===== src/rtl/watchdog_pkg.sv =====
// Shared constants and types for the pin-strapped watchdog
package watchdog_pkg;

    // ----------------------------------------
    // Clock
    // ----------------------------------------
    localparam int CLK_PERIOD_NS = 100;

    // ----------------------------------------
    // Timeout and pulse options, in microseconds
    // ----------------------------------------
    localparam longint WINDOW_A_US = 3400;
    localparam longint WINDOW_B_US = 6800;
    localparam longint WINDOW_C_US = 108800;
    localparam longint WINDOW_D_US = 1700000;
    localparam longint WINDOW_E_US = 7000000;
    localparam longint WINDOW_F_US = 27900000;
    localparam longint PULSE_A_US = 27200;
    localparam longint PULSE_B_US = 217600;

    // Cycle counts derived from the clock period
    localparam longint WINDOW_A_CYC = WINDOW_A_US * 1000 / CLK_PERIOD_NS;
    localparam longint WINDOW_B_CYC = WINDOW_B_US * 1000 / CLK_PERIOD_NS;
    localparam longint WINDOW_C_CYC = WINDOW_C_US * 1000 / CLK_PERIOD_NS;
    localparam longint WINDOW_D_CYC = WINDOW_D_US * 1000 / CLK_PERIOD_NS;
    localparam longint WINDOW_E_CYC = WINDOW_E_US * 1000 / CLK_PERIOD_NS;
    localparam longint WINDOW_F_CYC = WINDOW_F_US * 1000 / CLK_PERIOD_NS;
    localparam longint PULSE_A_CYC = PULSE_A_US * 1000 / CLK_PERIOD_NS;
    localparam longint PULSE_B_CYC = PULSE_B_US * 1000 / CLK_PERIOD_NS;

    // ----------------------------------------
    // Filter and minimum alarm times
    // ----------------------------------------
    localparam int FILTER_ACCEPT_NS = 1000;
    localparam int GLITCH_REJECT_NS = 100;
    // Accept level after it stood below the 1 us limit, at or above 100 ns
    localparam int FILTER_CYC = (FILTER_ACCEPT_NS / 2 + CLK_PERIOD_NS - 1) / CLK_PERIOD_NS;
    localparam int MIN_ALARM_NS = 20000;
    localparam int MIN_ALARM_CYC = (MIN_ALARM_NS + CLK_PERIOD_NS - 1) / CLK_PERIOD_NS;

    localparam int CNT_W = 32;

    // ----------------------------------------
    // Types
    // ----------------------------------------
    typedef enum logic [2:0] {
        WIN_A = 3'h0,
        WIN_B = 3'h1,
        WIN_C = 3'h2,
        WIN_D = 3'h3,
        WIN_E = 3'h4,
        WIN_F = 3'h5
    } window_sel_type;

    typedef enum logic [1:0] {
        ST_OFF = 2'h0,
        ST_WATCH = 2'h1,
        ST_ALARM = 2'h2
    } wd_state_type;

endpackage


===== src/rtl/pin_filter.sv =====
// Two-flop synchroniser with glitch filter and edge detection
`timescale 1ns/1ps
module pin_filter #(
    parameter int STABLE_CYC = watchdog_pkg::FILTER_CYC
) (
    input wire logic mclk, // System clock
    input wire logic reset, // Synchronous reset, active high
    input wire logic pin_in, // Raw asynchronous pin
    output logic level_q, // Filtered level
    output logic rise, // Filtered rising edge pulse
    output logic fall // Filtered falling edge pulse
);

    logic meta_q;
    logic sync_q;
    logic [7:0] stable_q;
    logic seeded_q;

    always_ff @(posedge mclk) begin
        meta_q <= pin_in;
        sync_q <= meta_q;
    end

    // ----------------------------------------
    // Level counter filter
    // ----------------------------------------
    always_ff @(posedge mclk) begin
        if (reset) begin
            stable_q <= 8'h00;
            level_q <= 1'b0;
            seeded_q <= 1'b0;
        end else if (!seeded_q) begin
            level_q <= sync_q;
            seeded_q <= 1'b1;
        end else if (sync_q == level_q) begin
            stable_q <= 8'h00;
        end else if (stable_q >= 8'(STABLE_CYC - 1)) begin
            level_q <= sync_q;
            stable_q <= 8'h00;
        end else begin
            stable_q <= stable_q + 8'h01;
        end
    end

    logic level_prev_q;
    always_ff @(posedge mclk) begin
        if (reset) begin
            level_prev_q <= 1'b0;
        end else if (!seeded_q) begin
            // Seeded together with the level, so no false edge follows reset
            level_prev_q <= sync_q;
        end else begin
            level_prev_q <= level_q;
        end
    end

    assign rise = seeded_q && level_q && !level_prev_q;
    assign fall = seeded_q && !level_q && level_prev_q;

endmodule


===== src/rtl/alarm_timer.sv =====
// Loadable down counter with expiry flag
`timescale 1ns/1ps
module alarm_timer #(
    parameter int W = watchdog_pkg::CNT_W
) (
    input wire logic mclk, // System clock
    input wire logic reset, // Synchronous reset, active high
    input wire logic load, // Load a new count
    input wire logic [W-1:0] load_val, // Count to load
    input wire logic hold, // Keep counter at zero
    output logic done // Count reached one, level
);

    logic [W-1:0] count_q;

    always_ff @(posedge mclk) begin
        if (reset || hold) begin
            count_q <= '0;
        end else if (load) begin
            count_q <= load_val;
        end else if (count_q != '0) begin
            count_q <= count_q - 1'b1;
        end
    end

    assign done = (count_q == {{(W-1){1'b0}}, 1'b1});

endmodule


===== src/rtl/pin_strapped_watchdog_timer.sv =====
// Watchdog top: kick window, alarm pulse and disable handling
`timescale 1ns/1ps
module pin_strapped_watchdog_timer #(
    parameter logic [2:0] WINDOW_SEL = 3'h1, // Timeout option, A..F as 0..5
    parameter bit LONG_PULSE = 1'b0, // Pulse option B when set
    parameter longint WINDOW_A_CYC = watchdog_pkg::WINDOW_A_CYC, // Option A window cycles
    parameter longint WINDOW_B_CYC = watchdog_pkg::WINDOW_B_CYC, // Option B window cycles
    parameter longint WINDOW_C_CYC = watchdog_pkg::WINDOW_C_CYC, // Option C window cycles
    parameter longint WINDOW_D_CYC = watchdog_pkg::WINDOW_D_CYC, // Option D window cycles
    parameter longint WINDOW_E_CYC = watchdog_pkg::WINDOW_E_CYC, // Option E window cycles
    parameter longint WINDOW_F_CYC = watchdog_pkg::WINDOW_F_CYC, // Option F window cycles
    parameter longint PULSE_A_CYC = watchdog_pkg::PULSE_A_CYC, // Short pulse cycles
    parameter longint PULSE_B_CYC = watchdog_pkg::PULSE_B_CYC, // Long pulse cycles
    parameter int MIN_ALARM_CYC = watchdog_pkg::MIN_ALARM_CYC // Minimum alarm low cycles
) (
    input wire logic mclk, // System clock, 10 MHz
    input wire logic reset, // Synchronous reset, active high
    input wire logic power_good, // Supply above start level, async
    input wire logic kick_in, // Kick pin from host, async
    input wire logic watch_disable_in, // Disable pin, active high, async
    output logic timeout_alarm_out_n, // Alarm pin output value, always 0
    output logic timeout_alarm_oe // Alarm pin drive enable
);

    localparam int W = watchdog_pkg::CNT_W;

    // ----------------------------------------
    // Option decode
    // ----------------------------------------
    localparam bit RISE_ONLY = (WINDOW_SEL == 3'(watchdog_pkg::WIN_A));
    localparam longint WINDOW_CYC =
        (WINDOW_SEL == 3'(watchdog_pkg::WIN_A)) ? WINDOW_A_CYC :
        (WINDOW_SEL == 3'(watchdog_pkg::WIN_B)) ? WINDOW_B_CYC :
        (WINDOW_SEL == 3'(watchdog_pkg::WIN_C)) ? WINDOW_C_CYC :
        (WINDOW_SEL == 3'(watchdog_pkg::WIN_D)) ? WINDOW_D_CYC :
        (WINDOW_SEL == 3'(watchdog_pkg::WIN_E)) ? WINDOW_E_CYC : WINDOW_F_CYC;
    localparam longint PULSE_CYC = LONG_PULSE ? PULSE_B_CYC : PULSE_A_CYC;
    localparam longint ALARM_CYC = RISE_ONLY ? WINDOW_CYC : PULSE_CYC;
    localparam logic [W-1:0] WINDOW_LOAD = W'(WINDOW_CYC);
    localparam logic [W-1:0] ALARM_LOAD = W'(ALARM_CYC);

    // ----------------------------------------
    // Input conditioning
    // ----------------------------------------
    logic kick_rise;
    logic kick_fall;
    logic dis_level;
    logic dis_rise;
    logic pg_meta_q;
    logic pg_sync_q;

    pin_filter kick_filt (
        .mclk(mclk),
        .reset(reset),
        .pin_in(kick_in),
        .level_q(),
        .rise(kick_rise),
        .fall(kick_fall)
    );

    pin_filter dis_filt (
        .mclk(mclk),
        .reset(reset),
        .pin_in(watch_disable_in),
        .level_q(dis_level),
        .rise(dis_rise),
        .fall()
    );

    always_ff @(posedge mclk) begin
        pg_meta_q <= power_good;
        pg_sync_q <= pg_meta_q;
    end

    // ----------------------------------------
    // State machine
    // ----------------------------------------
    watchdog_pkg::wd_state_type state_q;
    watchdog_pkg::wd_state_type state_d;
    logic [15:0] low_cnt_q;
    logic min_met;
    logic timer_done;
    logic timer_load;
    logic [W-1:0] timer_val;
    logic kick_valid;

    assign min_met = (low_cnt_q >= 16'(MIN_ALARM_CYC));
    assign kick_valid = kick_rise || (!RISE_ONLY && kick_fall);

    always_comb begin
        state_d = state_q;
        timer_load = 1'b0;
        timer_val = WINDOW_LOAD;
        case (state_q)
            watchdog_pkg::ST_OFF: begin
                if (pg_sync_q && !dis_level) begin
                    state_d = watchdog_pkg::ST_WATCH;
                    timer_load = 1'b1;
                end
            end
            watchdog_pkg::ST_WATCH: begin
                if (dis_level || dis_rise) begin
                    state_d = watchdog_pkg::ST_OFF;
                end else if (timer_done) begin
                    state_d = watchdog_pkg::ST_ALARM;
                    timer_load = 1'b1;
                    timer_val = ALARM_LOAD;
                end else if (kick_valid) begin
                    timer_load = 1'b1;
                end
            end
            watchdog_pkg::ST_ALARM: begin
                if (dis_level && min_met) begin
                    state_d = watchdog_pkg::ST_OFF;
                end else if (RISE_ONLY && kick_rise && min_met && !dis_level) begin
                    state_d = watchdog_pkg::ST_WATCH;
                    timer_load = 1'b1;
                end else if (timer_done && min_met && !dis_level) begin
                    state_d = watchdog_pkg::ST_WATCH;
                    timer_load = 1'b1;
                end
                // Kicks otherwise ignored while the alarm is on
            end
            default: begin
                state_d = watchdog_pkg::ST_OFF;
            end
        endcase
        if (!pg_sync_q) begin
            state_d = watchdog_pkg::ST_OFF;
            timer_load = 1'b0;
        end
    end

    logic rise_pending_q;
    // Rising kick during the minimum alarm time ends the alarm at the minimum
    always_ff @(posedge mclk) begin
        if (reset || state_q != watchdog_pkg::ST_ALARM) begin
            rise_pending_q <= 1'b0;
        end else if (RISE_ONLY && kick_rise && !min_met) begin
            rise_pending_q <= 1'b1;
        end
    end

    always_ff @(posedge mclk) begin
        if (reset) begin
            state_q <= watchdog_pkg::ST_OFF;
        end else if (rise_pending_q && min_met && state_q == watchdog_pkg::ST_ALARM && !dis_level) begin
            state_q <= watchdog_pkg::ST_WATCH;
        end else begin
            state_q <= state_d;
        end
    end

    always_ff @(posedge mclk) begin
        if (reset || state_q != watchdog_pkg::ST_ALARM) begin
            low_cnt_q <= 16'h0000;
        end else if (!min_met) begin
            low_cnt_q <= low_cnt_q + 16'h0001;
        end
    end

    logic pend_load;
    assign pend_load = rise_pending_q && min_met && state_q == watchdog_pkg::ST_ALARM && !dis_level;

    alarm_timer #(.W(W)) timer (
        .mclk(mclk),
        .reset(reset),
        .load(timer_load || pend_load),
        .load_val(pend_load ? WINDOW_LOAD : timer_val),
        .hold(state_q == watchdog_pkg::ST_OFF && state_d == watchdog_pkg::ST_OFF),
        .done(timer_done)
    );

    // ----------------------------------------
    // Open-drain output
    // ----------------------------------------
    logic drive_q;
    always_ff @(posedge mclk) begin
        if (reset) begin
            drive_q <= 1'b0;
        end else begin
            drive_q <= (state_d == watchdog_pkg::ST_ALARM) && !pend_load;
        end
    end

    assign timeout_alarm_out_n = 1'b0;
    assign timeout_alarm_oe = drive_q;

endmodule


===== config.mk =====
export PLATFORM = sky130hd
export DESIGN_NAME = pin_strapped_watchdog_timer
export DESIGN_NICKNAME = d
export VERILOG_FILES = /design/src/rtl/watchdog_pkg.sv /design/src/rtl/pin_filter.sv /design/src/rtl/alarm_timer.sv /design/src/rtl/pin_strapped_watchdog_timer.sv
export SDC_FILE = /design/constraint.sdc
export NUM_CORES = 1
export LEC_CHECK = 0
export BUFFER_PORTS_ARGS = -buffer_cell sky130_fd_sc_hd__buf_2
export CORE_AREA = 2 2 84 86
export CTS_CLUSTER_SIZE = 30
export DETAILED_ROUTE_END_ITERATION = 7
export DIE_AREA = 0 0 86 88
export PLACE_DENSITY = 0.84
export SLEW_MARGIN = 10
export SYNTH_ARGS = -nofsm -noshare
export SYNTH_HDL_FRONTEND = slang
export SYNTH_HIERARCHICAL = 1
export SYNTH_SLANG_ARGS = --single-unit

===== constraint.sdc =====
create_clock -name mclk -period 3.3 [get_ports mclk]
set_input_delay 0.66 -clock mclk [delete_from_list [all_inputs] [get_ports mclk]]
set_output_delay 0.66 -clock mclk [all_outputs]
set_load 0.05 [all_outputs]

Yosys cells after proc, flatten, opt, wreduce, memory -nomap -nowiden
Cells that the tools add are included.

cells by class
  $lt $le $gt $ge = 3
  equal/unequal tests = 11
  add/sub/neg operators = 4
  reductions and logical operators = 25
  mux-type cells = 33

operator list
  operator                                                            number
  two-way mux 32 bit                                                  2
  two-way mux 19 bit                                                  3
  == test 32 x 1 -> 1 bit, second input constant                      1
  two-way mux 8 bit                                                   4
  nonzero test 32 bit                                                 1
  subtractor 32 x 1 -> 32 bit, second input constant                  1
  adder 16 x 1 -> 16 bit, second input constant                       1
  adder 8 x 1 -> 8 bit, second input constant                         2
  greater-or-equal comparator 16 x 8 -> 1 bit, second input constant  1
  greater-or-equal comparator 8 x 3 -> 1 bit, second input constant   2
  two-way mux 1 bit                                                   16
  two-way mux 2 bit                                                   6
  logical AND 1 bit                                                   11
  inequality test 2 bit, second input constant                        4
  case mux 2 bit (3 select lines)                                     1
  == test 2 bit, second input constant                                2
  logical NOT 1 bit                                                   4
  logical NOT 2 bit                                                   2
  logical OR 1 bit                                                    4
  AND reduction 2 bit                                                 2
  case mux 1 bit (3 select lines)                                     1
  == test 1 bit                                                       2
  == test 2 x 1 -> 1 bit, second input constant                       1
  inequality test 2 x 1 -> 1 bit, second input constant               1
  nonzero test 2 bit                                                  1

word-level totals
  flip-flop bits (word level) = 78
  logic and storage cells = 94
  output and inout bits = 2

Depth between registers and ports, before layout
  depth after elaboration = 10
  mapped depth = 12
  mapped depth without buffers = 10

Hierarchy
Netlist, hierarchy kept.

by module, submodules not included
  module                       area each (um^2)  times used  sequential area each (um^2)  cells an instance
  alarm_timer                  1,801.7           1           640.6                        223
  pin_filter                   455.4             2           260.2                        39
  pin_strapped_watchdog_timer  907.1             1           420.4                        89

Least setup slack after synthesis
No wires, ideal clock.

  path kind = register to register
  start point = reg timer.count_q[23]
  end point = reg timer.count_q[24]
  period minus slack after synthesis = 3.095 ns
  data arrival time = 2.958 ns
  buffers on the path = 2
  library setup time = 0.137 ns
  slack = 0.205 ns
  cell stages (with the launch flop) = 12
  cell sequence = dfxtp_1 > or4_4 > or4_4 > nor3_1 > and4_1 > o31ai_1 > a31oi_1 > clkbuf_1 > clkinv_1 > clkbuf_1 > o21ai_0 > a31oi_1

on the way
  elaborated cells between the ends (all ways) = 23
  those cells by class = add/sub (1); eq/ne (1); mux (14); reduce/logical (7)

RTL lines
  what                                                             line                                source
  start: declaration                                               alarm_timer.sv:14                   logic [W-1:0] count_q;
  start signal: assignment                                         alarm_timer.sv:20                   count_q <= load_val;
  start signal: assignment                                         alarm_timer.sv:22                   count_q <= count_q - 1'b1;
  == test 32 x 1 -> 1 bit *                                        alarm_timer.sv:26                   assign done = (count_q == {{(W-1){1'b0}}, 1'b1});
  named net timer_done                                             pin_strapped_watchdog_timer.sv:82   logic timer_done;
  logical AND 1 bit (2 in series)                                  pin_strapped_watchdog_timer.sv:118  end else if (timer_done && min_met && !dis_level) begin
  two-way mux 1 bit                                                pin_strapped_watchdog_timer.sv:118
  two-way mux 1 bit                                                pin_strapped_watchdog_timer.sv:113  if (dis_level && min_met) begin
  case mux 1 bit (3 select lines) *                                pin_strapped_watchdog_timer.sv:94   case (state_q)
  two-way mux 1 bit *                                              pin_strapped_watchdog_timer.sv:128  if (!pg_sync_q) begin
  named net timer_load                                             pin_strapped_watchdog_timer.sv:83   logic timer_load;
  two-way mux 32 bit / nonzero test 2 bit (equally long branches)  -

Mark *: on every way through the listed nets, which the timed path passes. The rest lies on a longest branch. The select of a mux whose other input is x is not followed.
A chain may end at the register's enable or synchronous reset.

Worst setup path in the final report
  start point = reg timer.count_q[23]
  end point = reg timer.count_q[16]

The elaborated chain is that of the path after synthesis.

==> out/results.ini <==
[cells_and_area]
antenna_cells = 0
layout-drive-gt1-share = 0.119
area_delta_synth_final_pct = 12.3
final_nets = 436
multi_input_area_um2 = 2020
nFillCells = 546
seq_area_um2 = 1580
stdcell_area_um2 = 4060

[logic_synthesis]
syn_inst = 389
ys_warn_count = 6
synthesis.area_um2 = 3610
syn_area_per_cell_um2 = 9.29

[clocking]
clkLatencyLatePin_ns = 0.35
ctsRootBufferMaster = clkbuf_8
holdBufCountCts = 0
cts_sinks = 79
cts_buffer_depth = 2
cts_tree = yes
clkTransAtPathRegs_ns = 0.09
htreeDepth = 3
cts_resized = 0
cts_setup_buffers = 0
numCtsBuffers = 9

[grt]
grt_pass1_vias = 2511
antenna_found_initial = 0
grt_pass1_wl_mm = 11.5
grt_util_all_layers = 0.191
grt-ovfl-total = 0
grt_max_degree = 34

[drt]
wl_met3_um = 268
wl_mm = 7.03
routed.top_layer = met4
vias = 2804
remaining_drc_errors = 0
wl_met1_mm = 3.32
wl_met2_mm = 3.32
avgRoutedWirePerCell_um = 13.8
dr.pass1.iters = 4
vias_per_cell = 5.52
first_iter_violations = 200
antenna_left = 0

[die]
dieArea_um2 = 7570
dieHeight_um = 88
initial_utilization = 0.544
rows = 30
io_pins = 7
die_w_um = 86
core-area_um2 = 6640

[worst_setup_path]
cpPeakStageDelay_ns = 0.56
reg2reg_to = timer/count_q[16]
worst-path-max-fanout = 33
cp_slowest_cell = or4_4
cp.required_ns = 3.51
cpMostUsedCell = or4_4
cp_cell_sequence = or4_4 > or4_4 > nor3_1 > and4_1 > o31ai_1 > a31oi_2 > clkinv_1 > buf_4 > mux2i_1 > nor2_1
r2r_start = timer/count_q[23]
crit_path_start = timer/count_q[23]
r2r_slack_ns = 0.11
path_delay_family = simple AND/OR/NAND/NOR gates
criticalPathCategory = flop to flop
worstPathArrival_ns = 3.40
critPathBufInv = 2
startpoint_type = flop
end_kind = flop
reg2reg_depth = 10

[min_path]
min_path_type = flop to flop
whs_path_depth = 0
hold_end = dis_filt/sync_q
min_from = dis_filt/meta_q

[sta]
fin_skew_ns = 0.0164
worstMarginPinSlew_ns = 0.746
min_period_ns = 3.19
slew_violations = 0
hold_violations = 0
timing.slew.headroom = 0.498
finalSetupViolations = 0
fin_crit_sh = 0.965
max_freq_mhz = 314
hold_slack_ns = 0.335

[power]
power_mw = 2.88
p_leak_nw = 1.60
cellPowerDensity_nw_per_um2 = 709
ir_worst_vdd_mv = 0.338

[placement]
io_buffer_count = 5
dp_hpwl_mm = 4.80
place_congestion = 0.876
place_area_um2 = 3830

[outcome]
outcome = finished clean

[flow_run]
cap_violations = 0

==> worst reg2reg max path, cell delays in order, from the launching register on <==
cell and delay, ns:
dfxtp_1 0.37, or4_4 0.56, or4_4 0.46, nor3_1 0.25, and4_1 0.31, o31ai_1 0.13
a31oi_2 0.31, clkinv_1 0.10, buf_4 0.25, mux2i_1 0.24, nor2_1 0.08
==> registers in the layout (all words and copies together) (netlist names), 2 cells and up <==
name / cells
timer/count_q: 32
low_cnt_q: 16
dis_filt/stable_q: 8
kick_filt/stable_q: 8
state_q: 2
==> cell usage in the layout, fill, tap and decap left out, types with 3 or more instances in the layout <==
cell type  count
mux2i_1        3
o21ai_0       15
xor2_1         9
and3_1         4
nor3_1        11
and2_1        18
conb_1        25
nor3b_1        3
nand2_1       32
clkbuf_8       9
nand3b_1       3
inv_1         14
nand3_1       12
dfxtp_1       79
xnor2_1       25
a211oi_1       7
a22o_1         5
or4_4          5
and4_1         3
or3_1          3
nor4_4         5
nor4_1        12
nand2b_1       4
nand4_1        8
buf_2          5
buf_4          5
a21oi_1       17
nor2_1        33
ha_1           8
==> cell type report <==
type,count,area share
clock buffer,10,0.0315
clock inverter,6,0.0231
inverter,15,0.0139
multi-input combinational,307,0.497
sequential,79,0.390
tap,80,0.0247
timing repair buffer,11,0.0204
==> per-layer routing <==
metal  up-vias  GRT usage
li1       1427          -
met4         0     0.0880
met1      1307      0.254
met2        58      0.299
met3        12     0.0415
met5         -          0
==> worst max-delay path by stage <==
stage	endpoint	cells past startpoint
6_report	timer/count_q[16]	10
5_1_grt	timer/count_q[24]	10
4_1_cts	timer/count_q[16]	10
3_5_place_dp	timer/count_q[24]	10
3_3_place_gp	timer/count_q[24]	10
2_1_floorplan	timer/count_q[24]	11
==> report_power, final <==
group          internal (mW)  switching (mW)
Sequential              1.03          0.0970
Combinational          0.431           0.524
Clock                  0.432           0.359
==> through the flow <==
stage,worst slack [ns],cells,util,TNS [ns]
after floorplan,0.205,412,-,0
after global placement,0.262,492,0.576,0
after detailed placement,0.222,492,0.576,0
after CTS,0.128,508,0.610,0
after global routing,-0.0557,508,0.611,-0.274
final,0.114,508,0.611,0
No activity file was read; power rests on OpenSTA's default activity.
